`config.mk`:
```
export PLATFORM = sky130hd
export DESIGN_NAME = line_front
export DESIGN_NICKNAME = d
export VERILOG_FILES = /design/src/front_pkg.sv /design/src/serial_if.sv /design/src/line_front.sv /design/src/serial_phy.sv
export VERILOG_INCLUDE_DIRS = /design/src
export SDC_FILE = /design/constraint.sdc
export NUM_CORES = 2
export LEC_CHECK = 0
export ABC_CLOCK_PERIOD_IN_PS = 13700
export BUFFER_PORTS_ARGS = -buffer_cell sky130_fd_sc_hd__buf_2
export CORE_MARGIN = 1.5
export CORE_UTILIZATION = 55
export CTS_CLUSTER_DIAMETER = 80
export DETAILED_ROUTE_END_ITERATION = 12
export PLACE_DENSITY = 0.72
export SYNTH_ARGS = -nofsm -noshare
export SYNTH_HDL_FRONTEND = slang
export SYNTH_SLANG_ARGS = --single-unit
```
`constraint.sdc`:
```
create_clock -name REF_CLK -period 13.7 [get_ports REF_CLK]
set_input_delay 1.37 -clock REF_CLK [delete_from_list [all_inputs] [get_ports REF_CLK]]
set_output_delay 1.37 -clock REF_CLK [all_outputs]
set_load 0.05 [all_outputs]
```
`src/front_consts.svh`:
```
// constants of the serial line command front end
// assumes a single 50 MHz system clock
`ifndef FRONT_CONSTS_SVH
`define FRONT_CONSTS_SVH

// timing
`define CLK_HZ         50000000
`define BAUD_SLOW      9600
`define BAUD_FAST      19200
`define CLKS_FAST      (`CLK_HZ / `BAUD_FAST)
`define DIV_W          13

// register map, byte addresses
`define ADDR_W         8
`define REG_CTRL       8'h00
`define REG_STAT       8'h04

// control fields and reset values
`define CTRL_ECHO_BIT  0
`define CTRL_PACE_BIT  1
`define CTRL_PROM_BIT  2
`define CTRL_FAST_BIT  3
`define ECHO_RST       1'b0
`define PACE_RST       1'b1
`define PROM_RST       1'b0

// status fields
`define STAT_HALT_BIT  0
`define STAT_PEND_BIT  1
`define STAT_ECHO_BIT  2
`define STAT_LEN_LSB   8
`define STAT_LEN_MSB   14

// bus answers
`define RESP_OKAY      2'b00
`define RESP_SLVERR    2'b10

// characters
`define CH_BS          8'h08
`define CH_LF          8'h0a
`define CH_CR          8'h0d
`define CH_XON         8'h11
`define CH_XOFF        8'h13
`define CH_NAK         8'h15
`define CH_CAN         8'h18
`define CH_ESC         8'h1b
`define CH_CTRL_TOP    8'h1f
`define CH_SP          8'h20
`define CH_BANG        8'h21
`define CH_GT          8'h3e

// line buffer and transmit queue
`define LINE_MAX       7'd127
`define TXQ_AW         4
`define ERR_QUE        16'hfe70

`endif

```
`src/front_pkg.sv`:
```
// types of the serial line command front end
// assumes front_consts.svh for widths
`include "front_consts.svh"
package front_pkg;

  typedef enum logic [1:0] {RX_IDLE, RX_START, RX_DATA, RX_STOP} rx_state_e;
  typedef enum logic       {TX_IDLE, TX_SHIFT} tx_state_e;

  typedef struct packed {
    logic                ctrl_echo;
    logic                ctrl_pace;
    logic                ctrl_prom;
    logic                ctrl_fast;
    logic                strap_done;
    logic                echo_on;
    logic                tx_on;
    logic                bang;
    logic                nak;
    logic                done;
    logic                err;
    logic [15:0]         err_code;
    logic                line_pend;
    logic [6:0]          line_cnt;
    logic [7:0]          last_term;
    logic [31:0]         emit;
    logic [2:0]          emit_n;
    logic [`TXQ_AW:0]    qwr;
    logic [`TXQ_AW:0]    qrd;
    logic                aw_got;
    logic                w_got;
    logic [`ADDR_W-1:0]  awaddr;
    logic [31:0]         wdata;
    logic [3:0]          wstrb;
    logic                bvalid;
    logic [1:0]          bresp;
    logic                rvalid;
    logic [1:0]          rresp;
    logic [31:0]         rdata;
    logic [7:0]          lrdata;
  } front_state_s;

  typedef struct packed {
    logic                rx_m;
    logic                rx_s;
    rx_state_e           rx_st;
    logic [`DIV_W-1:0]   rx_cnt;
    logic [2:0]          rx_bit;
    logic [7:0]          rx_sh;
    logic                rx_v;
    logic [7:0]          rx_d;
    tx_state_e           tx_st;
    logic [`DIV_W-1:0]   tx_cnt;
    logic [3:0]          tx_bit;
    logic [8:0]          tx_sh;
    logic                txd;
  } phy_state_s;

endpackage : front_pkg

```
`src/serial_if.sv`:
```
// byte stream between the line front end and the serial phy
// assumes both ends on the same clock
`timescale 1ns/1ps
`include "front_consts.svh"
interface serial_if;
  logic              tx_valid;
  logic              tx_ready;
  logic [7:0]        tx_data;
  logic              rx_valid;
  logic [7:0]        rx_data;
  logic [`DIV_W-1:0] div;

  modport core (output tx_valid, tx_data, div, input tx_ready, rx_valid, rx_data);
  modport phy  (input tx_valid, tx_data, div, output tx_ready, rx_valid, rx_data);
endinterface : serial_if

```
`src/line_front.sv`:
```
// serial line command front end: line buffer, control characters, echo,
// prompt and pacing, with an AXI4-Lite control port
// assumes a command parser that reads the line and pulses LINE_DONE
`timescale 1ns/1ps
`include "front_consts.svh"
module line_front #(
  parameter int CLKS_PER_BIT_SLOW = `CLK_HZ / `BAUD_SLOW
) (
  // clock and reset
  input  wire logic                REF_CLK,
  input  wire logic                RST_N,
  // power-up strap
  input  wire logic                CFG_FAST_BAUD,
  // serial line
  input  wire logic                RXD,
  output logic                     TXD,
  // AXI4-Lite slave
  input  wire logic [`ADDR_W-1:0]  AWADDR,
  input  wire logic                AWVALID,
  output logic                     AWREADY,
  input  wire logic [31:0]         WDATA,
  input  wire logic [3:0]          WSTRB,
  input  wire logic                WVALID,
  output logic                     WREADY,
  output logic [1:0]               BRESP,
  output logic                     BVALID,
  input  wire logic                BREADY,
  input  wire logic [`ADDR_W-1:0]  ARADDR,
  input  wire logic                ARVALID,
  output logic                     ARREADY,
  output logic [31:0]              RDATA,
  output logic [1:0]               RRESP,
  output logic                     RVALID,
  input  wire logic                RREADY,
  // parser side
  output logic                     LINE_VALID,
  output logic [6:0]               LINE_LEN,
  input  wire logic [6:0]          LINE_RADDR,
  output logic [7:0]               LINE_RDATA,
  input  wire logic                LINE_DONE,
  input  wire logic                RESP_VALID,
  input  wire logic [7:0]          RESP_DATA,
  output logic                     RESP_READY,
  // error queue
  output logic                     ERR_POST,
  output logic [15:0]              ERR_CODE
);
  localparam logic [`DIV_W-1:0] DIV_SLOW = `DIV_W'(CLKS_PER_BIT_SLOW);
  localparam logic [`DIV_W-1:0] DIV_FAST = `DIV_W'(`CLKS_FAST);
  localparam front_pkg::front_state_s ST_RST = '{default: '0, ctrl_echo: `ECHO_RST,
                                                 ctrl_pace: `PACE_RST, ctrl_prom: `PROM_RST,
                                                 tx_on: 1'b1};

  function automatic logic is_term(input logic [7:0] c);
    is_term = (c == `CH_CR) || (c == `CH_LF);
  endfunction : is_term

  function automatic logic q_full(input logic [`TXQ_AW:0] wr, input logic [`TXQ_AW:0] rd);
    q_full = (wr[`TXQ_AW] != rd[`TXQ_AW]) && (wr[`TXQ_AW-1:0] == rd[`TXQ_AW-1:0]);
  endfunction : q_full

  front_pkg::front_state_s st_q;
  front_pkg::front_state_s st_d;
  logic [7:0]              line_mem [0:127];
  logic [7:0]              txq [0:(1<<`TXQ_AW)-1];
  logic                    lw_en;
  logic [6:0]              lw_addr;
  logic [7:0]              lw_data;
  logic                    qw_en;
  logic [7:0]              qw_data;
  logic                    full;
  logic                    empty;
  logic                    tx_allow;
  logic                    echo_req;
  logic                    awready_c;
  logic                    wready_c;
  logic                    arready_c;
  logic                    rx_v;
  logic [7:0]              rx_d;
  logic [7:0]              c;

  serial_if sif ();

  serial_phy u_phy (
    .clk   (REF_CLK),
    .rst_n (RST_N),
    .sif   (sif.phy),
    .rxd   (RXD),
    .txd   (TXD)
  );

  assign rx_v         = sif.rx_valid;
  assign rx_d         = sif.rx_data;
  assign c            = rx_d;
  assign full         = q_full(st_q.qwr, st_q.qrd);
  assign empty        = (st_q.qwr == st_q.qrd);
  assign tx_allow     = !st_q.ctrl_pace || st_q.tx_on;
  assign echo_req     = st_q.ctrl_echo || (!st_q.ctrl_pace && !st_q.ctrl_prom);
  assign sif.div      = st_q.ctrl_fast ? DIV_FAST : DIV_SLOW;
  // queued bytes first, bang only once drained
  assign sif.tx_valid = tx_allow && (!empty || st_q.bang);
  assign sif.tx_data  = empty ? `CH_BANG : txq[st_q.qrd[`TXQ_AW-1:0]];
  assign RESP_READY   = (st_q.emit_n == 3'h0) && !st_q.nak && !full;
  assign awready_c    = !st_q.aw_got && !st_q.bvalid;
  assign wready_c     = !st_q.w_got && !st_q.bvalid;
  assign arready_c    = !st_q.rvalid;
  assign AWREADY      = awready_c;
  assign WREADY       = wready_c;
  assign ARREADY      = arready_c;
  assign BVALID       = st_q.bvalid;
  assign BRESP        = st_q.bresp;
  assign RVALID       = st_q.rvalid;
  assign RRESP        = st_q.rresp;
  assign RDATA        = st_q.rdata;
  assign LINE_VALID   = st_q.line_pend;
  assign LINE_LEN     = st_q.line_cnt;
  assign LINE_RDATA   = st_q.lrdata;
  assign ERR_POST     = st_q.err;
  assign ERR_CODE     = st_q.err_code;

  always_comb begin
    st_d        = st_q;
    lw_en       = 1'b0;
    lw_addr     = st_q.line_cnt;
    lw_data     = rx_d;
    qw_en       = 1'b0;
    qw_data     = 8'h00;
    st_d.err    = 1'b0;
    st_d.lrdata = line_mem[LINE_RADDR];
    // strap caught once after release
    if (!st_q.strap_done) begin
      st_d.ctrl_fast  = CFG_FAST_BAUD;
      st_d.strap_done = 1'b1;
    end
    if (echo_req) begin
      st_d.echo_on = 1'b1;
    end
    // one push into the transmit queue per cycle
    if (st_q.emit_n != 3'h0) begin
      if (!full) begin
        qw_en   = 1'b1;
        qw_data = st_q.emit[7:0];
      end else if (st_q.echo_on) begin
        st_d.nak      = 1'b1;
        st_d.err      = 1'b1;
        st_d.err_code = `ERR_QUE;
      end
      st_d.emit   = {8'h00, st_q.emit[31:8]};
      st_d.emit_n = st_q.emit_n - 3'h1;
    end else if (st_q.nak && !full) begin
      qw_en    = 1'b1;
      qw_data  = `CH_NAK;
      st_d.nak = 1'b0;
    end else if (RESP_VALID && RESP_READY) begin
      qw_en   = 1'b1;
      qw_data = RESP_DATA;
    end
    if (qw_en) begin
      st_d.qwr = st_q.qwr + 1'b1;
    end
    if (sif.tx_valid && sif.tx_ready) begin
      if (!empty) begin
        st_d.qrd = st_q.qrd + 1'b1;
      end else begin
        st_d.bang = 1'b0;
      end
    end
    // received character
    if (rx_v) begin
      st_d.last_term = 8'h00;
      if (c == `CH_XON) begin
        if (st_q.ctrl_pace) begin
          st_d.tx_on = 1'b1;
          if (!st_q.tx_on) begin
            st_d.bang = 1'b1;
          end
        end
      end else if (c == `CH_XOFF) begin
        if (st_q.ctrl_pace) begin
          st_d.tx_on    = 1'b0;
          st_d.err      = 1'b1;
          st_d.err_code = `ERR_QUE;
        end
      end else if (c == `CH_CAN) begin
        st_d.line_cnt  = 7'h00;
        st_d.line_pend = 1'b0;
        st_d.emit_n    = 3'h0;
        st_d.nak       = 1'b0;
        st_d.bang      = 1'b0;
        st_d.qrd       = st_d.qwr;
      end else if (c == `CH_ESC) begin
        if (!st_q.line_pend) begin
          st_d.line_cnt = 7'h00;
        end
        st_d.emit   = {16'h0000, `CH_LF, `CH_CR};
        st_d.emit_n = 3'h2;
      end else if (c == `CH_BS) begin
        if (!st_q.line_pend && st_q.line_cnt != 7'h00) begin
          st_d.line_cnt = st_q.line_cnt - 7'h01;
        end
        if (st_q.echo_on) begin
          st_d.emit   = {8'h00, `CH_BS, `CH_SP, `CH_BS};
          st_d.emit_n = 3'h3;
        end
      end else if (is_term(c)) begin
        if (is_term(st_q.last_term) && st_q.last_term != c) begin
          st_d.last_term = 8'h00;
        end else begin
          st_d.last_term = c;
          if (!st_q.line_pend) begin
            st_d.line_pend = 1'b1;
          end
          if (st_q.ctrl_pace) begin
            st_d.emit   = {16'h0000, `CH_CR, `CH_XOFF};
            st_d.emit_n = st_q.echo_on ? 3'h2 : 3'h1;
          end else begin
            st_d.emit   = {24'h000000, c};
            st_d.emit_n = st_q.echo_on ? 3'h1 : 3'h0;
          end
          if (!echo_req) begin
            st_d.echo_on = 1'b0;
          end
        end
      end else if (c <= `CH_CTRL_TOP) begin
        st_d.last_term = 8'h00;
      end else begin
        if (!st_q.line_pend && st_q.line_cnt < `LINE_MAX) begin
          lw_en         = 1'b1;
          st_d.line_cnt = st_q.line_cnt + 7'h01;
        end
        if (st_q.echo_on) begin
          st_d.emit   = {24'h000000, c};
          st_d.emit_n = 3'h1;
        end
      end
    end else if (st_q.done && st_q.emit_n == 3'h0) begin
      st_d.done      = 1'b0;
      st_d.line_pend = 1'b0;
      st_d.line_cnt  = 7'h00;
      st_d.emit      = {16'h0000, `CH_LF, `CH_CR};
      st_d.emit_n    = 3'h2;
      if (st_q.ctrl_prom) begin
        st_d.emit[23:16] = `CH_GT;
        st_d.emit_n      = 3'h3;
      end
      if (st_q.ctrl_pace) begin
        st_d.emit[8*st_d.emit_n +: 8] = `CH_XON;
        st_d.emit_n                   = st_d.emit_n + 3'h1;
      end
    end
    if (LINE_DONE && st_q.line_pend && !st_q.done) begin
      st_d.done = 1'b1;
    end
    // register write
    if (AWVALID && awready_c) begin
      st_d.aw_got = 1'b1;
      st_d.awaddr = AWADDR;
    end
    if (WVALID && wready_c) begin
      st_d.w_got = 1'b1;
      st_d.wdata = WDATA;
      st_d.wstrb = WSTRB;
    end
    if (st_q.aw_got && st_q.w_got) begin
      st_d.aw_got = 1'b0;
      st_d.w_got  = 1'b0;
      st_d.bvalid = 1'b1;
      st_d.bresp  = `RESP_OKAY;
      if (st_q.awaddr == `REG_CTRL) begin
        if (st_q.wstrb[0]) begin
          st_d.ctrl_echo = st_q.wdata[`CTRL_ECHO_BIT];
          st_d.ctrl_pace = st_q.wdata[`CTRL_PACE_BIT];
          st_d.ctrl_prom = st_q.wdata[`CTRL_PROM_BIT];
          st_d.ctrl_fast = st_q.wdata[`CTRL_FAST_BIT];
        end
      end else if (st_q.awaddr != `REG_STAT) begin
        st_d.bresp = `RESP_SLVERR;
      end
    end
    if (st_q.bvalid && BREADY) begin
      st_d.bvalid = 1'b0;
    end
    // register read
    if (st_q.rvalid && RREADY) begin
      st_d.rvalid = 1'b0;
    end
    if (ARVALID && arready_c) begin
      st_d.rvalid = 1'b1;
      st_d.rdata  = 32'h00000000;
      st_d.rresp  = `RESP_OKAY;
      if (ARADDR == `REG_CTRL) begin
        st_d.rdata[`CTRL_ECHO_BIT] = st_q.ctrl_echo;
        st_d.rdata[`CTRL_PACE_BIT] = st_q.ctrl_pace;
        st_d.rdata[`CTRL_PROM_BIT] = st_q.ctrl_prom;
        st_d.rdata[`CTRL_FAST_BIT] = st_q.ctrl_fast;
      end else if (ARADDR == `REG_STAT) begin
        st_d.rdata[`STAT_HALT_BIT] = st_q.ctrl_pace && !st_q.tx_on;
        st_d.rdata[`STAT_PEND_BIT] = st_q.line_pend;
        st_d.rdata[`STAT_ECHO_BIT] = st_q.echo_on;
        st_d.rdata[`STAT_LEN_MSB:`STAT_LEN_LSB] = st_q.line_cnt;
      end else begin
        st_d.rresp = `RESP_SLVERR;
      end
    end
  end

  always_ff @(posedge REF_CLK) begin
    if (!RST_N) begin
      st_q <= ST_RST;
    end else begin
      st_q <= st_d;
    end
  end

  always_ff @(posedge REF_CLK) begin
    if (lw_en) begin
      line_mem[lw_addr] <= lw_data;
    end
    if (qw_en) begin
      txq[st_q.qwr[`TXQ_AW-1:0]] <= qw_data;
    end
  end

  // checks
  property p_reset_defaults;
    @(posedge REF_CLK) !$past(RST_N) && RST_N |->
      st_q.ctrl_pace && !st_q.ctrl_prom && sif.div == DIV_SLOW && !st_q.strap_done;
  endproperty
  a_reset_defaults: assert property (p_reset_defaults) else $error("bad reset defaults");

  property p_strap;
    @(posedge REF_CLK) disable iff (!RST_N)
      RST_N && !st_q.strap_done |=> st_q.ctrl_fast == $past(CFG_FAST_BAUD);
  endproperty
  a_strap: assert property (p_strap) else $error("strap not caught");

  property p_esc;
    @(posedge REF_CLK) disable iff (!RST_N)
      rx_v && c == `CH_ESC && !st_q.line_pend |=>
        st_q.line_cnt == 7'h00 ##0 st_q.emit[15:0] == {`CH_LF, `CH_CR} ##0 qw_data == `CH_CR;
  endproperty
  a_esc: assert property (p_esc) else $error("escape handling wrong");

  property p_bs;
    @(posedge REF_CLK) disable iff (!RST_N)
      rx_v && c == `CH_BS && !st_q.line_pend && st_q.line_cnt != 7'h00 |=>
        st_q.line_cnt == $past(st_q.line_cnt) - 7'h01;
  endproperty
  a_bs: assert property (p_bs) else $error("backspace did not remove");

  property p_term;
    @(posedge REF_CLK) disable iff (!RST_N)
      rx_v && c == `CH_CR && st_q.last_term != `CH_LF |=> LINE_VALID;
  endproperty
  a_term: assert property (p_term) else $error("terminator did not end line");

  property p_xoff;
    @(posedge REF_CLK) disable iff (!RST_N)
      rx_v && c == `CH_XOFF && st_q.ctrl_pace |=>
        ERR_POST && ERR_CODE == `ERR_QUE && !sif.tx_valid;
  endproperty
  a_xoff: assert property (p_xoff) else $error("xoff not honoured");

  property p_xon;
    @(posedge REF_CLK) disable iff (!RST_N)
      rx_v && c == `CH_XON && st_q.ctrl_pace && !st_q.tx_on |=> st_q.bang && st_q.tx_on;
  endproperty
  a_xon: assert property (p_xon) else $error("xon did not resume");

  property p_can;
    @(posedge REF_CLK) disable iff (!RST_N)
      rx_v && c == `CH_CAN |=> empty && st_q.line_cnt == 7'h00 && st_q.emit_n == 3'h0;
  endproperty
  a_can: assert property (p_can) else $error("cancel left data");

  property p_force_echo;
    @(posedge REF_CLK) disable iff (!RST_N)
      !st_q.ctrl_pace && !st_q.ctrl_prom |=> st_q.echo_on;
  endproperty
  a_force_echo: assert property (p_force_echo) else $error("echo not forced");

  property p_done;
    @(posedge REF_CLK) disable iff (!RST_N)
      LINE_DONE && LINE_VALID && !st_q.done && !rx_v && st_q.emit_n == 3'h0 ##1 !rx_v |=>
        st_q.emit[7:0] == `CH_CR && st_q.emit[15:8] == `CH_LF && !LINE_VALID;
  endproperty
  a_done: assert property (p_done) else $error("no line end after dispatch");
endmodule : line_front

```
`src/serial_phy.sv`:
```
// 8n1 serial receiver and transmitter, bit time set by div
// assumes rxd idles high and div is well above one
`timescale 1ns/1ps
`include "front_consts.svh"
module serial_phy (
  // clock and reset
  input  wire logic   clk,
  input  wire logic   rst_n,
  // byte side
  serial_if.phy       sif,
  // line side
  input  wire logic   rxd,
  output logic        txd
);
  localparam front_pkg::phy_state_s PHY_RST = '{default: '0, rx_st: front_pkg::RX_IDLE,
                                                tx_st: front_pkg::TX_IDLE, rx_m: 1'b1,
                                                rx_s: 1'b1, txd: 1'b1};
  front_pkg::phy_state_s st_q;
  front_pkg::phy_state_s st_d;

  assign sif.tx_ready = (st_q.tx_st == front_pkg::TX_IDLE);
  assign sif.rx_valid = st_q.rx_v;
  assign sif.rx_data  = st_q.rx_d;
  assign txd          = st_q.txd;

  always_comb begin
    st_d      = st_q;
    st_d.rx_v = 1'b0;
    // synchroniser
    st_d.rx_m = rxd;
    st_d.rx_s = st_q.rx_m;
    case (st_q.rx_st)
      front_pkg::RX_IDLE: begin
        if (!st_q.rx_s) begin
          st_d.rx_st  = front_pkg::RX_START;
          st_d.rx_cnt = sif.div >> 1;
        end
      end
      front_pkg::RX_START: begin
        if (st_q.rx_cnt == '0) begin
          st_d.rx_st  = st_q.rx_s ? front_pkg::RX_IDLE : front_pkg::RX_DATA;
          st_d.rx_cnt = sif.div - 1'b1;
          st_d.rx_bit = 3'h0;
        end else begin
          st_d.rx_cnt = st_q.rx_cnt - 1'b1;
        end
      end
      front_pkg::RX_DATA: begin
        if (st_q.rx_cnt == '0) begin
          st_d.rx_sh  = {st_q.rx_s, st_q.rx_sh[7:1]};
          st_d.rx_cnt = sif.div - 1'b1;
          st_d.rx_bit = st_q.rx_bit + 3'h1;
          if (st_q.rx_bit == 3'h7) begin
            st_d.rx_st = front_pkg::RX_STOP;
          end
        end else begin
          st_d.rx_cnt = st_q.rx_cnt - 1'b1;
        end
      end
      front_pkg::RX_STOP: begin
        if (st_q.rx_cnt == '0) begin
          // framing error drops the byte
          st_d.rx_v  = st_q.rx_s;
          st_d.rx_d  = st_q.rx_sh;
          st_d.rx_st = front_pkg::RX_IDLE;
        end else begin
          st_d.rx_cnt = st_q.rx_cnt - 1'b1;
        end
      end
      default: st_d.rx_st = front_pkg::RX_IDLE;
    endcase
    case (st_q.tx_st)
      front_pkg::TX_IDLE: begin
        if (sif.tx_valid) begin
          st_d.tx_st  = front_pkg::TX_SHIFT;
          st_d.tx_sh  = {1'b1, sif.tx_data};
          st_d.tx_cnt = sif.div - 1'b1;
          st_d.tx_bit = 4'h0;
          st_d.txd    = 1'b0;
        end
      end
      front_pkg::TX_SHIFT: begin
        if (st_q.tx_cnt != '0) begin
          st_d.tx_cnt = st_q.tx_cnt - 1'b1;
        end else if (st_q.tx_bit == 4'h9) begin
          st_d.tx_st = front_pkg::TX_IDLE;
          st_d.txd   = 1'b1;
        end else begin
          st_d.txd    = st_q.tx_sh[0];
          st_d.tx_sh  = {1'b0, st_q.tx_sh[8:1]};
          st_d.tx_bit = st_q.tx_bit + 4'h1;
          st_d.tx_cnt = sif.div - 1'b1;
        end
      end
      default: st_d.tx_st = front_pkg::TX_IDLE;
    endcase
  end

  always_ff @(posedge clk) begin
    if (!rst_n) begin
      st_q <= PHY_RST;
    end else begin
      st_q <= st_d;
    end
  end
endmodule : serial_phy
```
==> metrics.md <==
| Metric | Value |
|---|---|
| DPL Wire Length | `76.0 mm` |
| Total CTS buffers | `137` |
| Final Cycle Share | `35.2%` |
| Max Slew Vio Count | `0` |
| Pint | `6.87 mW` |
| Post-synth EDFFs | `1152` |
| CP Capture Type | `flop` |
| Psw | `2.06 mW` |
| Global-route wire length before repair | `187 mm` |
| Area grow syn2layout | `10.8%` |
| Largest net degree at the start of global routing | `109` |
| Worst-Skew Late Latency | `0.73 ns` |
| Hold Path Class | `flop to flop` |
| Nets@finish | `3582` |
| Diodes inserted | `0` |
| Vias post-DR | `30400` |
| Least-Margin Pin Slew | `1.21 ns` |
| Syn Inst Count | `3414` |
| F_max | `208 MHz` |
| Final Skew | `0.0223 ns` |
| Gr usage total | `24.7%` |
| Clk Tree Root Cell | `clkbuf_16` |
| Startpoint Class | `primary input` |
| PD cells | `148 mW/mm^2` |
| I/O pin cnt | `154` |
| Critical Path RT | `14.27 ns` |
| RePlAce Congestion | `0.897` |
| Leak | `20.2 nW` |
| Final Hold Fails | `0` |
| Fin crit period | `4.82 ns` |
| Routed wire length | `125 mm` |
| CTS tree | `built` |
| Wire length per cell | `25.6 um` |
| DRC viols | `0` |
| Worst VDD drop | `127 uV` |
| Layout cells sized above 1 | `17.4%` |
| WS Path Type | `primary input to flop` |
| Starting Density | `55.5%` |
| Logic gate share of total power | `8.6%` |
| Seq/Total Area, Yosys | `70.4%` |
| Height of the die | `318 um` |
| Placed Area | `0.0560 mm^2` |
| CTS Hold Bufs | `0` |
| Leading area contributor after synthesis | `edfxtp_1` |
| Status | `finished, final reports clean` |
| Cell variety after synth | `80` |
| Grt ovf | `0` |
| Vias per cell | `6.25` |
| Antenna Nets Post-Route | `0` |
| Setup Viol. Count Final | `0` |
| Clock sinks | `1343` |
| Sw Share | `23.0%` |
| Initial drt markers | `3550` |
| Area contributors post-synth | `edfxtp_1 63%, mux4_2 9.2%, dfxtp_1 7.0%, mux2i_1 3.5%, nor2_1 2.0%` |
| Post-route cell area | `0.0604 mm^2` |
| Initial antenna violation count | `1` |
| Slew headroom | `19.7%` |
| Row cnt | `115` |
| H-tree Lvls | `4` |
| CP arrival | `5.39 ns` |
| RSZ-0062 raised after global routing | `false` |
| Setup TNS | `0 ns` |
| Die Wd | `318 um` |
| Max clock buf depth | `3` |
| Postcts setup bufs | `0` |
| Clock Power Share | `41.4%` |
| Max-Cap Viols | `0` |
| Mapped Area | `0.0545 mm^2` |
| Ys flop type | `edfxtp_1` |
| Syn avg cell area | `16.0 um^2` |
| Flop pwr share | `50.1%` |
| CTS resizes | `0` |
| Die area | `0.101 mm^2` |
| Core area | `0.0983 mm^2` |
| Vias in the first global route | `30200` |
| Top-area cell type share of the netlist area | `63.4%` |
| First drt pass iteration count | `6` |
| IO buf count | `99` |
| Synthesized flop and latch total | `1343` |
| Clk slew on worst S/H paths | `0.06 ns` |
| Peak fanout along the critical path | `91` |
| Post-synth ARST share | `0%` |
| Yosys warnings | `0` |
==> power groups by stage <==
stage / logic [mW] / registers (mW) / clock network, mW
after floorplan: 0.572 / 4.55 / 0
after global placement: 0.748 / 4.56 / 0
after detailed placement: 0.756 / 4.56 / 0
after CTS: 0.761 / 4.47 / 3.74
after global routing: 0.825 / 4.48 / 3.90
final: 0.764 / 4.47 / 3.70
==> per-layer routing <==
layer  track usage, %  wire length (um)  share of wire (%)  vias up
met5                0                13              0.010        -
met4             8.95              3860                3.1        2
met3             4.73             10900                8.7      236
met2             38.9             59600                 48     1411
met1             34.7             50400                 40    15300
li1                 -                 -                  -    13500
==> critical path, cell delays in order <==
cell and delay (ns):
buf_8 0.53, buf_4 0.69, buf_12 0.56, mux4_2 0.43, mux2i_1 0.27, o2111ai_1 0.27, o31ai_1 0.85, nand3_1 0.20
==> cell usage after synthesis (13+ instances only) <==
cell type / number
buf_2: 29
inv_1: 34
nor4_1: 18
nor3_1: 56
clkbuf_1: 135
nor2b_1: 25
buf_4: 67
o21ai_0: 70
nand2_1: 193
dfxtp_1: 191
edfxtp_1: 1152
nand4_1: 27
nand3_1: 87
mux4_2: 222
o22ai_1: 15
ha_1: 26
a211oi_1: 26
a22oi_1: 109
a31oi_1: 20
xnor2_1: 23
buf_1: 26
o31ai_1: 14
nor2_1: 287
a21oi_1: 116
and3_1: 16
and2_1: 25
mux2_2: 21
o211ai_1: 13
mux2i_1: 193
nand2b_1: 20
==> metrics by stage <==
step | hold slack, ns | setup WS (ns) | instances | power [mW] | utilization [%]
after floorplan | 0.386 | 9.01 | 3444 | 5.13 | -
after global placement | 0.404 | 8.29 | 4626 | 5.30 | 57.0
after detailed placement | 0.405 | 8.25 | 4626 | 5.31 | 57.0
after CTS | 0.418 | 9.04 | 4873 | 8.97 | 61.5
after global routing | 0.429 | 8.86 | 4873 | 9.21 | 61.5
final | 0.413 | 8.88 | 4873 | 8.93 | 61.5
==> flip-flops by register name, indices dropped and copies added, names as in the netlist, 7 cells and up, named ones only <==
name and flops:
ERR_CODE 16, LINE_LEN 7, LINE_RDATA 8, RDATA 11, line_mem 1024, st_q 78
txq 128, u_phy.sif.rx_data 8, u_phy.st_q 53
==> final cells by class <==
| cell class | count | area (um^2) |
|---|---|---|
| repair buffers | 154 | 953 |
| clock inverters | 78 | 801 |
| inverters | 36 | 138 |
| flip-flops and latches | 1343 | 38400 |
| well taps | 1287 | 1610 |
| fillers | 6976 | 37800 |
| multi-input cells | 1806 | 14900 |
| clock buffers | 169 | 3620 |
==> final timing paths <==
| check | from | end | slack (ns) | cells past startpoint |
|---|---|---|---|---|
| worst max register to register | u_phy.sif.rx_valid$_SDFF_PN0_ | line_mem[71][2]$_DFFE_PP_ | 9.12 | 4 |
| worst min register to register | u_phy.st_d[63]$_SDFF_PN1_ | u_phy.st_q[63]$_SDFF_PN1_ | 0.41 | 1 |
| worst min-delay path | u_phy.st_d[63]$_SDFF_PN1_ | u_phy.st_q[63]$_SDFF_PN1_ | 0.41 | 1 |
| worst max-delay path | LINE_RADDR[1] | LINE_RDATA[2]$_SDFF_PN0_ | 8.88 | 8 |
==> layout by cell type (no fill, tap or decap), drive strengths merged, types with 53 or more instances in the layout <==
cell type,Yosys,layout
clkbuf,135,169
o21ai,71,71
edfxtp,1152,1152
nor3,56,56
dfxtp,191,191
a21oi,116,116
buf,124,154
nor2,287,287
nand3,87,87
clkinv,1,53
mux2i,193,193
nand2,193,193
mux4,222,222
a22oi,109,109
==> cell families after synthesis <==
kind of cell	share of synthesized area (%)
AND/OR/NAND/NOR	6.78
other	0.00687
XOR/XNOR	0.498
buffers and inverters	2.58
multiplexers	13.1
AO/OA/AOI/OAI	5.97
flip-flops	70.4
adder cells (fa/ha/maj)	0.596
(Power assumes the default switching activity.)
